`config.mk`:
```
export PLATFORM = sky130hd
export DESIGN_NAME = keypad_config_and_analog_scaling
export DESIGN_NICKNAME = d
export VERILOG_FILES = /design/src/hw/kcfg_pkg.sv /design/src/hw/keypad_config_and_analog_scaling.sv
export SDC_FILE = /design/constraint.sdc
export NUM_CORES = 2
export LEC_CHECK = 0
export ABC_AREA = 1
export BUFFER_PORTS_ARGS = -buffer_cell sky130_fd_sc_hd__buf_2
export CAP_MARGIN = 0
export CORE_MARGIN = 4
export CORE_UTILIZATION = 40
export CTS_CLUSTER_DIAMETER = 50
export DETAILED_ROUTE_END_ITERATION = 8
export PLACE_DENSITY = 0.66
export SYNTH_ARGS = -nofsm -noshare
export SYNTH_HDL_FRONTEND = slang
export SYNTH_SLANG_ARGS = --single-unit
```
`constraint.sdc`:
```
create_clock -name aclk -period 8.9 [get_ports aclk]
set_input_delay 0.89 -clock aclk [delete_from_list [all_inputs] [get_ports aclk]]
set_output_delay 0.89 -clock aclk [all_outputs]
set_load 0.02 [all_outputs]
```
`src/hw/kcfg_pkg.sv`:
```
// constants shared by the keypad configuration and analog scaling block
`default_nettype none
package kcfg_pkg;
	// *******************************************************
	// clock and time-out timing
	// *******************************************************
	localparam int CLK_HZ = 10_000_000;
	localparam int TICK_SEC = 1; // the time-out counts whole seconds
	localparam int TICK_CYCLES = CLK_HZ * TICK_SEC;

	// *******************************************************
	// register byte offsets
	// *******************************************************
	localparam logic [7:0] ADDR_FUNC = 8'h00;
	localparam logic [7:0] ADDR_VALUE = 8'h04;
	localparam logic [7:0] ADDR_STATUS = 8'h08;
	localparam logic [7:0] ADDR_DISPLAY = 8'h0c;
	localparam logic [7:0] ADDR_POS = 8'h10;
	localparam logic [7:0] ADDR_LEVEL1 = 8'h14;
	localparam logic [7:0] ADDR_LEVEL2 = 8'h18;

	// status bit positions
	localparam int ST_PROG = 0;
	localparam int ST_SUPER = 1;
	localparam int ST_JUMPER = 2;
	localparam int ST_HEIGHT = 3;
	localparam int ST_ERR_LOCK = 4;
	localparam int ST_ERR_RANGE = 5;
	localparam int ST_ERR_FUNC = 6;
	localparam int ST_SIX = 7;

	// *******************************************************
	// function numbers and slot-relative offsets
	// *******************************************************
	localparam logic [9:0] FN_ACCESS = 10'h00a;
	localparam logic [9:0] FN_TIMEOUT = 10'h00b;
	localparam logic [9:0] FN_NEWCODE = 10'h05a;
	localparam int SLOT_STEP = 100;
	localparam logic [6:0] OFS_TYPE [2] = '{7'h04, 7'h0a};
	localparam logic [6:0] OFS_PMIN [2] = '{7'h02, 7'h08};
	localparam logic [6:0] OFS_PMAX [2] = '{7'h03, 7'h09};
	localparam logic [6:0] OFS_OMIN [2] = '{7'h05, 7'h0b};
	localparam logic [6:0] OFS_OMAX [2] = '{7'h06, 7'h0c};

	// *******************************************************
	// reset values and limits
	// *******************************************************
	localparam logic [23:0] CODE_RST = 24'h000834;
	localparam logic [23:0] CODE_MAX = 24'h0f423f;
	localparam logic [9:0] TMO_RST = 10'h078;
	localparam logic [9:0] TMO_MIN = 10'h00a;
	localparam logic [9:0] TMO_MAX = 10'h3e8;
	localparam logic signed [31:0] VOLT_MIN = 32'shffffd8f0;
	localparam logic signed [31:0] VOLT_MAX = 32'sh00002710;
	localparam logic signed [31:0] CUR_MIN = 32'sh00000000;
	localparam logic signed [31:0] CUR_MAX = 32'sh00004e20;

	typedef enum {CALC_IDLE, CALC_DIV, CALC_APPLY} calc_state_t;
endpackage
`default_nettype wire

```
`src/hw/keypad_config_and_analog_scaling.sv`:
```
// keypad parameter interpreter with program modes and two scaled analog channels
//
// The AXI4-Lite interface to the registers and the register offsets were decided locally.
`timescale 1ns/1ps
`default_nettype none
module keypad_config_and_analog_scaling #(
	parameter int SLOT = 2,
	parameter int POS_W = 24,
	parameter int CYC_PER_SEC = kcfg_pkg::TICK_CYCLES,
	parameter logic [23:0] SUPER_CODE = 24'h05a5a5 // arbitrary value
) (
	input wire logic aclk,
	input wire logic aresetn,
	input wire logic [7:0] awaddr,
	input wire logic awvalid,
	output logic awready,
	input wire logic [31:0] wdata,
	input wire logic [3:0] wstrb,
	input wire logic wvalid,
	output logic wready,
	output logic [1:0] bresp,
	output logic bvalid,
	input wire logic bready,
	input wire logic [7:0] araddr,
	input wire logic arvalid,
	output logic arready,
	output logic [31:0] rdata,
	output logic [1:0] rresp,
	output logic rvalid,
	input wire logic rready,
	input wire logic [POS_W-1:0] position,
	input wire logic program_lockout_jumper,
	output logic prog_led,
	output logic [31:0] display,
	output logic display_six_digits,
	output logic signed [15:0] ch1_level,
	output logic signed [15:0] ch2_level,
	output logic ch1_current,
	output logic ch2_current
);
	localparam int NW = POS_W + 17;

	// *******************************************************
	// helper functions
	// *******************************************************
	// analog functions are slot digit times a hundred plus an offset
	function automatic logic [9:0] fn_code(input logic [6:0] ofs);
		return 10'(SLOT * kcfg_pkg::SLOT_STEP) + {3'h0, ofs};
	endfunction

	function automatic logic out_ok(input logic cur, input logic [31:0] v);
		logic signed [31:0] s;
		s = v;
		if (cur)
			return s >= kcfg_pkg::CUR_MIN && s <= kcfg_pkg::CUR_MAX;
		return s >= kcfg_pkg::VOLT_MIN && s <= kcfg_pkg::VOLT_MAX;
	endfunction

	function automatic logic is_mapped(input logic [7:0] a);
		return a[1:0] == 2'h0 && a <= kcfg_pkg::ADDR_LEVEL2;
	endfunction

	// *******************************************************
	// AXI4-Lite slave
	// *******************************************************
	logic aw_full_q, w_full_q, bvalid_q, rvalid_q;
	logic [7:0] awaddr_q;
	logic [31:0] wdata_q, rdata_q;
	logic [3:0] wstrb_q;
	logic [1:0] bresp_q, rresp_q;
	logic wr_fire, wr_ok, key_p, enter_p, func_p;
	logic [31:0] status, rd_mux;

	assign awready = !aw_full_q;
	assign wready = !w_full_q;
	assign arready = !rvalid_q;
	assign bvalid = bvalid_q;
	assign bresp = bresp_q;
	assign rvalid = rvalid_q;
	assign rdata = rdata_q;
	assign rresp = rresp_q;
	// address and data may arrive in either order; the write waits for both
	assign wr_fire = aw_full_q && w_full_q && !bvalid_q;
	assign wr_ok = wr_fire && wstrb_q == 4'hf;
	assign func_p = wr_ok && awaddr_q == kcfg_pkg::ADDR_FUNC;
	assign enter_p = wr_ok && awaddr_q == kcfg_pkg::ADDR_VALUE;
	assign key_p = func_p || enter_p;

	// write address and data holding stages
	always_ff @(posedge aclk) begin
		if (!aresetn) begin
			aw_full_q <= 1'b0;
			w_full_q <= 1'b0;
			awaddr_q <= 8'h00;
			wdata_q <= 32'h0000_0000;
			wstrb_q <= 4'h0;
		end else begin
			if (awvalid && !aw_full_q) begin
				aw_full_q <= 1'b1;
				awaddr_q <= awaddr;
			end else if (wr_fire) begin
				aw_full_q <= 1'b0;
			end
			if (wvalid && !w_full_q) begin
				w_full_q <= 1'b1;
				wdata_q <= wdata;
				wstrb_q <= wstrb;
			end else if (wr_fire) begin
				w_full_q <= 1'b0;
			end
		end
	end

	// write response: partial strobes and unmapped words get SLVERR
	always_ff @(posedge aclk) begin
		if (!aresetn) begin
			bvalid_q <= 1'b0;
			bresp_q <= 2'h0;
		end else if (wr_fire) begin
			bvalid_q <= 1'b1;
			bresp_q <= (wr_ok && is_mapped(awaddr_q)) ? 2'h0 : 2'h2;
		end else if (bready) begin
			bvalid_q <= 1'b0;
		end
	end

	// read channel, one cycle from address to data
	always_ff @(posedge aclk) begin
		if (!aresetn) begin
			rvalid_q <= 1'b0;
			rdata_q <= 32'h0000_0000;
			rresp_q <= 2'h0;
		end else if (arvalid && !rvalid_q) begin
			rvalid_q <= 1'b1;
			rdata_q <= is_mapped(araddr) ? rd_mux : 32'h0000_0000;
			rresp_q <= is_mapped(araddr) ? 2'h0 : 2'h2;
		end else if (rready) begin
			rvalid_q <= 1'b0;
		end
	end

	// *******************************************************
	// jumper synchroniser and function decode
	// *******************************************************
	logic jmp_meta_q, jmp_q;
	logic [9:0] fn_q;
	logic prog_q, super_q, show_height_q;
	logic [23:0] code_q;
	logic [9:0] tmo_q;
	logic [1:0] type_q;
	logic [POS_W-1:0] pmin_q [2];
	logic [POS_W-1:0] pmax_q [2];
	logic signed [15:0] omin_q [2];
	logic signed [15:0] omax_q [2];
	logic [1:0] hit_type, hit_pmin, hit_pmax, hit_omin, hit_omax;
	logic hit_acc, hit_tmo, hit_code, hit_param, val_ok;
	logic [31:0] cur_val;

	// the jumper is a pin; only the second stage is ever read
	always_ff @(posedge aclk) begin
		if (!aresetn) begin
			jmp_meta_q <= 1'b0;
			jmp_q <= 1'b0;
		end else begin
			jmp_meta_q <= program_lockout_jumper;
			jmp_q <= jmp_meta_q;
		end
	end

	// decode the open function and check the entered value against it
	always_comb begin
		hit_acc = fn_q == kcfg_pkg::FN_ACCESS;
		hit_tmo = fn_q == kcfg_pkg::FN_TIMEOUT;
		hit_code = fn_q == kcfg_pkg::FN_NEWCODE;
		cur_val = 32'h0000_0000;
		val_ok = 1'b0;
		if (hit_tmo) begin
			cur_val = {22'h0, tmo_q};
			val_ok = wdata_q >= 32'(kcfg_pkg::TMO_MIN)
				&& wdata_q <= 32'(kcfg_pkg::TMO_MAX);
		end
		if (hit_code)
			val_ok = wdata_q <= 32'(kcfg_pkg::CODE_MAX);
		for (int c = 0; c < 2; c++) begin
			// only the board's own slot digit matches here
			hit_type[c] = fn_q == fn_code(kcfg_pkg::OFS_TYPE[c]);
			hit_pmin[c] = fn_q == fn_code(kcfg_pkg::OFS_PMIN[c]);
			hit_pmax[c] = fn_q == fn_code(kcfg_pkg::OFS_PMAX[c]);
			hit_omin[c] = fn_q == fn_code(kcfg_pkg::OFS_OMIN[c]);
			hit_omax[c] = fn_q == fn_code(kcfg_pkg::OFS_OMAX[c]);
			if (hit_type[c]) begin
				cur_val = {31'h0, type_q[c]};
				val_ok = wdata_q <= 32'h0000_0001;
			end
			if (hit_pmin[c] || hit_pmax[c]) begin
				cur_val = 32'(hit_pmin[c] ? pmin_q[c] : pmax_q[c]);
				val_ok = (wdata_q >> POS_W) == 32'h0000_0000;
			end
			if (hit_omin[c] || hit_omax[c]) begin
				cur_val = 32'(hit_omin[c] ? omin_q[c] : omax_q[c]);
				val_ok = out_ok(type_q[c], wdata_q);
			end
		end
		hit_param = hit_tmo || (|{hit_type, hit_pmin, hit_pmax, hit_omin,
			hit_omax});
	end

	// *******************************************************
	// program and supervisory modes
	// *******************************************************
	logic expire;

	// a key press in the expiry cycle wins, since it restarts the timer
	always_ff @(posedge aclk) begin
		if (!aresetn) begin
			prog_q <= 1'b0;
			super_q <= 1'b0;
		end else if (enter_p && hit_acc) begin
			if (jmp_q && wdata_q == {8'h00, code_q}) begin
				prog_q <= 1'b1;
				super_q <= 1'b0;
			end else if (jmp_q && wdata_q == {8'h00, SUPER_CODE}) begin
				prog_q <= 1'b1;
				super_q <= 1'b1;
			end else begin
				prog_q <= 1'b0;
				super_q <= 1'b0;
			end
		end else if (expire) begin
			prog_q <= 1'b0;
			super_q <= 1'b0;
		end
	end

	// access code changes only in supervisory mode
	always_ff @(posedge aclk) begin
		if (!aresetn)
			code_q <= kcfg_pkg::CODE_RST;
		else if (enter_p && hit_code && super_q && val_ok)
			code_q <= wdata_q[23:0];
	end

	assign prog_led = prog_q || super_q;

	// *******************************************************
	// parameter store
	// *******************************************************
	// writes outside program mode leave every parameter untouched
	always_ff @(posedge aclk) begin
		if (!aresetn) begin
			tmo_q <= kcfg_pkg::TMO_RST;
			type_q <= 2'h0;
			for (int c = 0; c < 2; c++) begin
				pmin_q[c] <= '0;
				pmax_q[c] <= '0;
				omin_q[c] <= 16'sh0000;
				omax_q[c] <= 16'sh0000;
			end
		end else if (enter_p && prog_q && val_ok) begin
			if (hit_tmo)
				tmo_q <= wdata_q[9:0];
			for (int c = 0; c < 2; c++) begin
				if (hit_type[c])
					type_q[c] <= wdata_q[0];
				if (hit_pmin[c])
					pmin_q[c] <= wdata_q[POS_W-1:0];
				if (hit_pmax[c])
					pmax_q[c] <= wdata_q[POS_W-1:0];
				if (hit_omin[c])
					omin_q[c] <= wdata_q[15:0];
				if (hit_omax[c])
					omax_q[c] <= wdata_q[15:0];
			end
		end
	end

	// *******************************************************
	// error flags, open function and display
	// *******************************************************
	logic err_lock_q, err_range_q, err_func_q;
	logic valid_fn;

	assign valid_fn = hit_acc || hit_code || hit_param;

	// flags clear when a new function is opened, set on a refused entry
	always_ff @(posedge aclk) begin
		if (!aresetn) begin
			err_lock_q <= 1'b0;
			err_range_q <= 1'b0;
			err_func_q <= 1'b0;
		end else if (func_p) begin
			err_lock_q <= 1'b0;
			err_range_q <= 1'b0;
			err_func_q <= 1'b0;
		end else if (enter_p) begin
			err_func_q <= !valid_fn;
			err_lock_q <= (hit_param && !prog_q) || (hit_code && !super_q);
			err_range_q <= (hit_param || hit_code) && !val_ok;
		end
	end

	// opening a function leaves the shut-height view; expiry returns to it
	always_ff @(posedge aclk) begin
		if (!aresetn) begin
			fn_q <= 10'h000;
			show_height_q <= 1'b1;
		end else if (func_p) begin
			fn_q <= wdata_q[9:0];
			show_height_q <= 1'b0;
		end else if (expire) begin
			show_height_q <= 1'b1;
		end
	end

	// the access function always reads back as zero, never the code
	always_ff @(posedge aclk) begin
		if (!aresetn) begin
			display <= 32'h0000_0000;
			display_six_digits <= 1'b0;
		end else begin
			display <= show_height_q ? 32'(position) :
				(hit_acc ? 32'h0000_0000 : cur_val);
			display_six_digits <= !show_height_q && hit_acc && jmp_q;
		end
	end

	// *******************************************************
	// inactivity time-out
	// *******************************************************
	logic [31:0] sec_cnt_q;
	logic [10:0] tmo_cnt_q;
	logic tick, tmo_active;

	assign tick = sec_cnt_q == 32'(CYC_PER_SEC - 1);
	assign tmo_active = prog_q || super_q || !show_height_q;
	assign expire = tick && tmo_active && !key_p
		&& tmo_cnt_q + 11'h001 >= {1'b0, tmo_q};

	// one-second enable pulse
	always_ff @(posedge aclk) begin
		if (!aresetn)
			sec_cnt_q <= 32'h0000_0000;
		else if (tick || key_p)
			sec_cnt_q <= 32'h0000_0000;
		else
			sec_cnt_q <= sec_cnt_q + 32'h0000_0001;
	end

	// whole seconds since the last key press
	always_ff @(posedge aclk) begin
		if (!aresetn)
			tmo_cnt_q <= 11'h000;
		else if (key_p || expire || !tmo_active)
			tmo_cnt_q <= 11'h000;
		else if (tick)
			tmo_cnt_q <= tmo_cnt_q + 11'h001;
	end

	// *******************************************************
	// scaling engine, channels served in turn
	// *******************************************************
	kcfg_pkg::calc_state_t calc_q;
	logic ch_q, neg_q;
	logic [NW-1:0] quo_q;
	logic [POS_W:0] rem_q, rem_sh;
	logic [POS_W-1:0] den_q;
	logic [6:0] step_q;
	logic signed [15:0] base_q;
	logic signed [15:0] level_q [2];
	logic signed [16:0] diff;
	logic [16:0] span;
	logic signed [17:0] base_w, q_w;

	// a long serial divide keeps the datapath small; the update rate is
	// about one channel per position width plus nineteen cycles
	always_comb begin
		diff = 17'({omax_q[ch_q][15], omax_q[ch_q]})
			- 17'({omin_q[ch_q][15], omin_q[ch_q]});
		span = diff[16] ? 17'(-diff) : 17'(diff);
		rem_sh = {rem_q[POS_W-1:0], quo_q[NW-1]};
		base_w = 18'(base_q);
		q_w = 18'({1'b0, quo_q[16:0]});
	end

	always_ff @(posedge aclk) begin
		if (!aresetn) begin
			calc_q <= kcfg_pkg::CALC_IDLE;
			ch_q <= 1'b0;
			neg_q <= 1'b0;
			quo_q <= '0;
			rem_q <= '0;
			den_q <= '0;
			step_q <= 7'h00;
			base_q <= 16'sh0000;
			level_q[0] <= 16'sh0000;
			level_q[1] <= 16'sh0000;
		end else begin
			unique case (calc_q)
				kcfg_pkg::CALC_IDLE: begin
					if (position <= pmin_q[ch_q]) begin
						level_q[ch_q] <= omin_q[ch_q];
						ch_q <= !ch_q;
					end else if (position >= pmax_q[ch_q]) begin
						level_q[ch_q] <= omax_q[ch_q];
						ch_q <= !ch_q;
					end else begin
						quo_q <= NW'(position - pmin_q[ch_q]) * NW'(span);
						den_q <= pmax_q[ch_q] - pmin_q[ch_q];
						rem_q <= '0;
						step_q <= 7'h00;
						neg_q <= diff[16];
						base_q <= omin_q[ch_q];
						calc_q <= kcfg_pkg::CALC_DIV;
					end
				end
				kcfg_pkg::CALC_DIV: begin
					if (rem_sh >= {1'b0, den_q}) begin
						rem_q <= rem_sh - {1'b0, den_q};
						quo_q <= {quo_q[NW-2:0], 1'b1};
					end else begin
						rem_q <= rem_sh;
						quo_q <= {quo_q[NW-2:0], 1'b0};
					end
					step_q <= step_q + 7'h01;
					if (step_q == 7'(NW - 1))
						calc_q <= kcfg_pkg::CALC_APPLY;
				end
				kcfg_pkg::CALC_APPLY: begin
					level_q[ch_q] <= 16'(neg_q ? base_w - q_w : base_w + q_w);
					ch_q <= !ch_q;
					calc_q <= kcfg_pkg::CALC_IDLE;
				end
			endcase
		end
	end

	assign ch1_level = level_q[0];
	assign ch2_level = level_q[1];
	assign ch1_current = type_q[0];
	assign ch2_current = type_q[1];

	// status word and read mux
	always_comb begin
		status = 32'h0000_0000;
		status[kcfg_pkg::ST_PROG] = prog_q;
		status[kcfg_pkg::ST_SUPER] = super_q;
		status[kcfg_pkg::ST_JUMPER] = jmp_q;
		status[kcfg_pkg::ST_HEIGHT] = show_height_q;
		status[kcfg_pkg::ST_ERR_LOCK] = err_lock_q;
		status[kcfg_pkg::ST_ERR_RANGE] = err_range_q;
		status[kcfg_pkg::ST_ERR_FUNC] = err_func_q;
		status[kcfg_pkg::ST_SIX] = display_six_digits;
		unique case (araddr)
			kcfg_pkg::ADDR_FUNC: rd_mux = {22'h0, fn_q};
			kcfg_pkg::ADDR_STATUS: rd_mux = status;
			kcfg_pkg::ADDR_DISPLAY: rd_mux = display;
			kcfg_pkg::ADDR_POS: rd_mux = 32'(position);
			kcfg_pkg::ADDR_LEVEL1: rd_mux = 32'(level_q[0]);
			kcfg_pkg::ADDR_LEVEL2: rd_mux = 32'(level_q[1]);
			default: rd_mux = 32'h0000_0000;
		endcase
	end
endmodule // keypad_config_and_analog_scaling
`default_nettype wire

```
==> After elaboration in Yosys (flattened, before gate mapping) <==
Memories as Yosys holds them, arrays and structs flattened. A register that Yosys moved wholly into a read port is not among the register bits.
Index checks and enable logic that the tools add are counted.
{ "op_classes": {"bitwise": 13, "n_eq_ne": 30, "n_mul": 1, "reduce_logical": 84, "addsub": 10, "n_mux": 134, "n_lt_le_gt_ge": 14} }
{ "ops": {"columns": ["operator", "count"], "rows": [
  ["two-way mux 32 bit", 12],
  ["two-way mux 24 bit", 11],
  ["one-hot mux 32 bit (6 select lines)", 1],
  ["two-way mux 16 bit", 8],
  ["== test 10 x 8 -> 1 bit (second input constant)", 10],
  ["one-hot mux 32 bit (3 select lines)", 1],
  ["two-way mux 1 bit", 89],
  ["two-way mux 41 bit", 2],
  ["one-hot mux 41 bit (2 select lines)", 1],
  ["zero test 32 bit", 2],
  ["one-hot mux 24 bit (2 select lines)", 1],
  ["subtractor 24 bit", 2],
  ["multiplier 25 x 18 -> 41 bit", 1],
  ["adder 32 x 1 -> 32 bit (second input constant)", 1],
  ["== test 32 x 1 -> 1 bit (second input constant)", 1],
  ["== test 32 x 19 -> 1 bit (second input constant)", 1],
  ["== test 32 x 2 -> 1 bit (second input constant)", 1],
  ["== test 32 x 24 -> 1 bit", 1],
  ["== test 32 x 24 -> 1 bit (second input constant)", 1],
  [">= comparator 32 x 1 -> 1 bit (second input constant)", 1],
  [">= comparator 32 x 15 -> 1 bit (second input constant)", 1],
  [">= comparator 32 x 4 -> 1 bit (second input constant)", 1],
  ["less-or-equal comparator 32 x 1 -> 1 bit (second input constant)", 1],
  ["less-or-equal comparator 32 x 10 -> 1 bit (second input constant)", 1],
  ["44 further kinds", 134]
]} }
{ "totals": {"mem_count": 5, "wordCells": 327, "output_inout_bits": 109, "in_bits": 84, "regBits": 360, "mem_bits_rw": 192} }
{ "memory_table": {"columns": ["name", "words", "width", "rd", "rd_clocked_by_memory_dff", "write_ports", "line", "text"], "rows": [
  ["pmax_q", 2, 24, 3, 1, 2, "keypad_config_and_analog_scaling.sv:152", "logic [POS_W-1:0] pmax_q [2];"],
  ["pmin_q", 2, 24, 3, 1, 2, "keypad_config_and_analog_scaling.sv:151", "logic [POS_W-1:0] pmin_q [2];"],
  ["level_q", 2, 16, 2, 0, 2, "keypad_config_and_analog_scaling.sv:369", "logic signed [15:0] level_q [2];"],
  ["omax_q", 2, 16, 3, 1, 2, "keypad_config_and_analog_scaling.sv:154", "logic signed [15:0] omax_q [2];"],
  ["omin_q", 2, 16, 3, 1, 2, "keypad_config_and_analog_scaling.sv:153", "logic signed [15:0] omin_q [2];"]
]} }

==> Logic depth before layout (Yosys ltp) <==
{ "logic_depth": {"ltp_word": 15, "ltp_mapped": 51, "ltp_nobuf": 48} }

==> Worst setup path before layout <==
Ideal clock, no wire load.
{ "synth_path": {"path_type": "register -> register", "start": "register with a tool-made name", "end": "register quo_q[33]", "t_required_ns": 8.768, "synth_period_minus_slack_ns": 8.715, "setup_ns": 0.132, "stages_incl_launch_ff": 47, "path_buffers": 3, "arrival_ns": 8.583, "slack_ns": 0.185, "path_cell_list": "dfxtp_1 > clkbuf_1 > buf_1 > nand2_1 > o21ai_0 > inv_1 > ha_1 > inv_1 > fa_1 > inv_1 > ha_1 > inv_1 > nor2_1 > nand3_1 > nor2_1 > nand2_1 > nand2_1 > xor2_1 > [11 not listed] > fa_1 > inv_1 > ha_1 > a21oi_1 > nor2_1 > a211oi_1 > o21ai_0 > nand2_1 > nand3_1 > nand2_1 > nand2_1 > a21boi_0 > inv_1 > or2_2 > nand3_1 > nand2_1 > nand2_1 > a21oi_1"} }
{ "synth_rtl": {"columns": ["item", "line", "text"], "rows": [
  ["end signal: assignment", "keypad_config_and_analog_scaling.sv:407", "quo_q <= NW'(position - pmin_q[ch_q]) * NW'(span);"],
  ["end signal: assignment", "keypad_config_and_analog_scaling.sv:419", "quo_q <= {quo_q[NW-2:0], 1'b1};"],
  ["end signal: assignment", "keypad_config_and_analog_scaling.sv:422", "quo_q <= {quo_q[NW-2:0], 1'b0};"],
  ["end: declaration", "keypad_config_and_analog_scaling.sv:364", "logic [NW-1:0] quo_q;"]
]} }

==> impl_metrics.csv <==
group,metric,value,unit
sta,hold_violations,0,
critical_path,crit_required,9350,ps
synth,synthFlopType,"dfxtp_1",
global_route,track_usage,25.6,%
critical_path,crit_path_frequent_cell,"inv_1",
layout,n_fill_cell,11200,
sta,finalCriticalPeriod,8610,ps
placed_design,pre_cts_ws,70.9,ps
critical_path,worstPathMaxFanout,11,
die,rows,123,
placed_design,gp_congestion,1.05,
drt,vias_per_cell,5.33,
flow_run,cap_violations,0,
synth,syn_area,0.0452,mm2
layout,drive_gt1_share,12.6,%
layout,layout.nets,7100,
global_route,grt_max_degree,75,
layout,final_area,0.0525,mm2
die,chipWidth,344,um
synth,ys_warn_count,0,
critical_path,cp_slowest_cell,"fa_2",
critical_path,cp-start-kind,"register",
sta,finalCritPeriodShare,96.8,%
cts,htreeDepth,3,
critical_path,cpPeakStageDelay,640,ps
synth,seq_area_frac_synth,26.7,%
layout,area_growth,16.3,%
die,start_util,40.2,%
synth,synthArstFlopShare,0,%
layout,layout_common_cells,"1,305 x nand2_1, 1,058 x inv_1, 534 x nor2_1, 440 x a21oi_1, 402 x fa_1",
sta,final_max_slew_viol_count,0,
placed_design,dp_hpwl,121,mm
cts,clkLatencyLatePin,640,ps
global_route,antenna_found_initial,8,
synth,synth_seq_cells,507,
sta,holdWs,426,ps
sta,tightest_slew,1200,ps
drt,routed-via-count,42200,
critical_path,crit_type,"register to register",
critical_path,critical_path_buf_inv_count,13,
drt,routed_wl,154,mm
drt,drcViolationCount,0,
synth,syn_area_per_cell,7.52,um2
global_route,grt_overflow,0,
sta,rsz0062_at_grt,"yes",
sta,fin_ws,285,ps
die,core-area,0.112,mm2
synth,synth_edf_count,192,
critical_path,endpoint_kind,"register",
die,die_y,344,um
sta,fin_skew,47.2,ps
cts,clock_sinks,507,
drt,drtAntennaViolNets,0,
die,ioPinCount,193,
cts,cts_buffer_depth,3,
min_path,hp-class,"register to register",
cts,clk_pin_slew_worst_paths,70,ps
sta,relSlewSlack,18.9,%
cts,cts_tree,"built",
drt,drt-pass1-iter-count,8,
sta,max_freq,0.116,GHz
drt,wl_per_cell,19.4,um
synth,synthCells,6006,
placed_design,port_buffers,190,
critical_path,arrival,9070,ps
layout,utilization,46.8,%
cts,cts-root-buf,"clkbuf_16",
status,status,"complete, no violations",
drt,drt_iter0_drc,3615,
placed_design,placed_area,0.0496,mm2
global_route,grt_pass1_wl,235,mm
sta,finalSetupViolCount,0,
critical_path,crit_family,"adder cells",
layout,final_common_cell,"nand2_1",
cts,numCtsBuffers,67,
die,dieArea,0.118,mm2
synth,synth_cell_types,67,
global_route,first_global_vias,41400,
## synth_stat cells (57+ instances only)
cell type	instances	share of area [%]
a21oi_1	452	5.0
clkbuf_1	157	1.3
dfxtp_1	315	14
edfxtp_1	192	13
fa_1	409	18
ha_1	244	6.8
inv_1	1067	8.9
nand2_1	1320	11
nand3_1	217	2.4
nand4_1	72	1.0
nor2_1	554	4.6
nor3_1	81	0.90
o21ai_0	365	4.0
xnor2_1	57	1.1
xor2_1	86	1.7
## registers in the layout (all words and copies together), names as in the netlist, 25 cells and up, named ones only
name and cells:
wdata_q 32, omin_q 32, level_q 32, sec_cnt_q 32, pmin_q 48, quo_q 41, omax_q 32, rdata 25
pmax_q 48, display 25
## layout make-up
class / count / area, um2 / share of cell area (%)
repair buffers: 512 / 3720 / 7.08
well taps: 1500 / 1880 / 3.57
clock buffers: 86 / 1870 / 3.56
multi-input cells: 4181 / 28500 / 54.2
clock inverters: 36 / 372 / 0.707
inverters: 1094 / 4130 / 7.85
diodes: 1 / 2.50 / 0.00476
flip-flops and latches: 507 / 12100 / 23.0
## final timing paths
kind | from | end | slack [ps] | cells past startpoint
min | jmp_meta_q | jmp_q | 430 | 2
max reg2reg | register | quo_q[23] | 290 | 40
min reg2reg | jmp_meta_q | jmp_q | 430 | 2
max | register | quo_q[23] | 290 | 40
## repair_timing
item                       in CTS  in global routing
hold endpoints to repair        0                  0
gates cloned                    0                  4
pin swaps                       0                 25
setup buffers                   0                 17
setup endpoints to repair       1                 25
hold buffers                    0                  0
resized for setup               1                157
## stage by stage
| stage | TNS, ps | instances |
|---|---|---|
| 5_1_grt | -681 | 7916 |
| 3_3_place_gp | 0 | 7773 |
| 2_1_floorplan | 0 | 6007 |
| 3_5_place_dp | 0 | 7773 |
| 6_report | 0 | 7917 |
| 4_1_cts | 0 | 7895 |
## per-layer routing
| layer | track usage, % | share of wire (%) | up-vias |
|---|---|---|---|
| met5 | 0 | 0.022 | - |
| met4 | 13.0 | 5.9 | 6 |
| met1 | 33.0 | 40 | 20100 |
| met3 | 4.89 | 8.8 | 387 |
| li1 | - | - | 19800 |
| met2 | 41.1 | 45 | 1832 |
## kinds of logic after synthesis
logic type	Yosys count	synth area share (%)
buf+inv	1319	11.2
mux	13	0.294
compound gates	1022	12.5
other cells	1	0.00830
fa+ha+maj	653	24.9
xor+xnor	143	2.77
simple gates	2348	21.6
flops	507	26.7
## worst reg2reg max path, delay by kind of cell (launching register included)
kind	cells	cell delay [ps]
XOR/XNOR	2	430
AO/OA/AOI/OAI	5	790
buffers and inverters	13	1350
adder cells (fa/ha/maj)	9	4230
AND/OR/NAND/NOR	11	1250
flip-flops	1	400
Power is left out: the tool's default activity adds up to more than one toggle a clock period on the data nets, which glitch-free logic cannot reach.
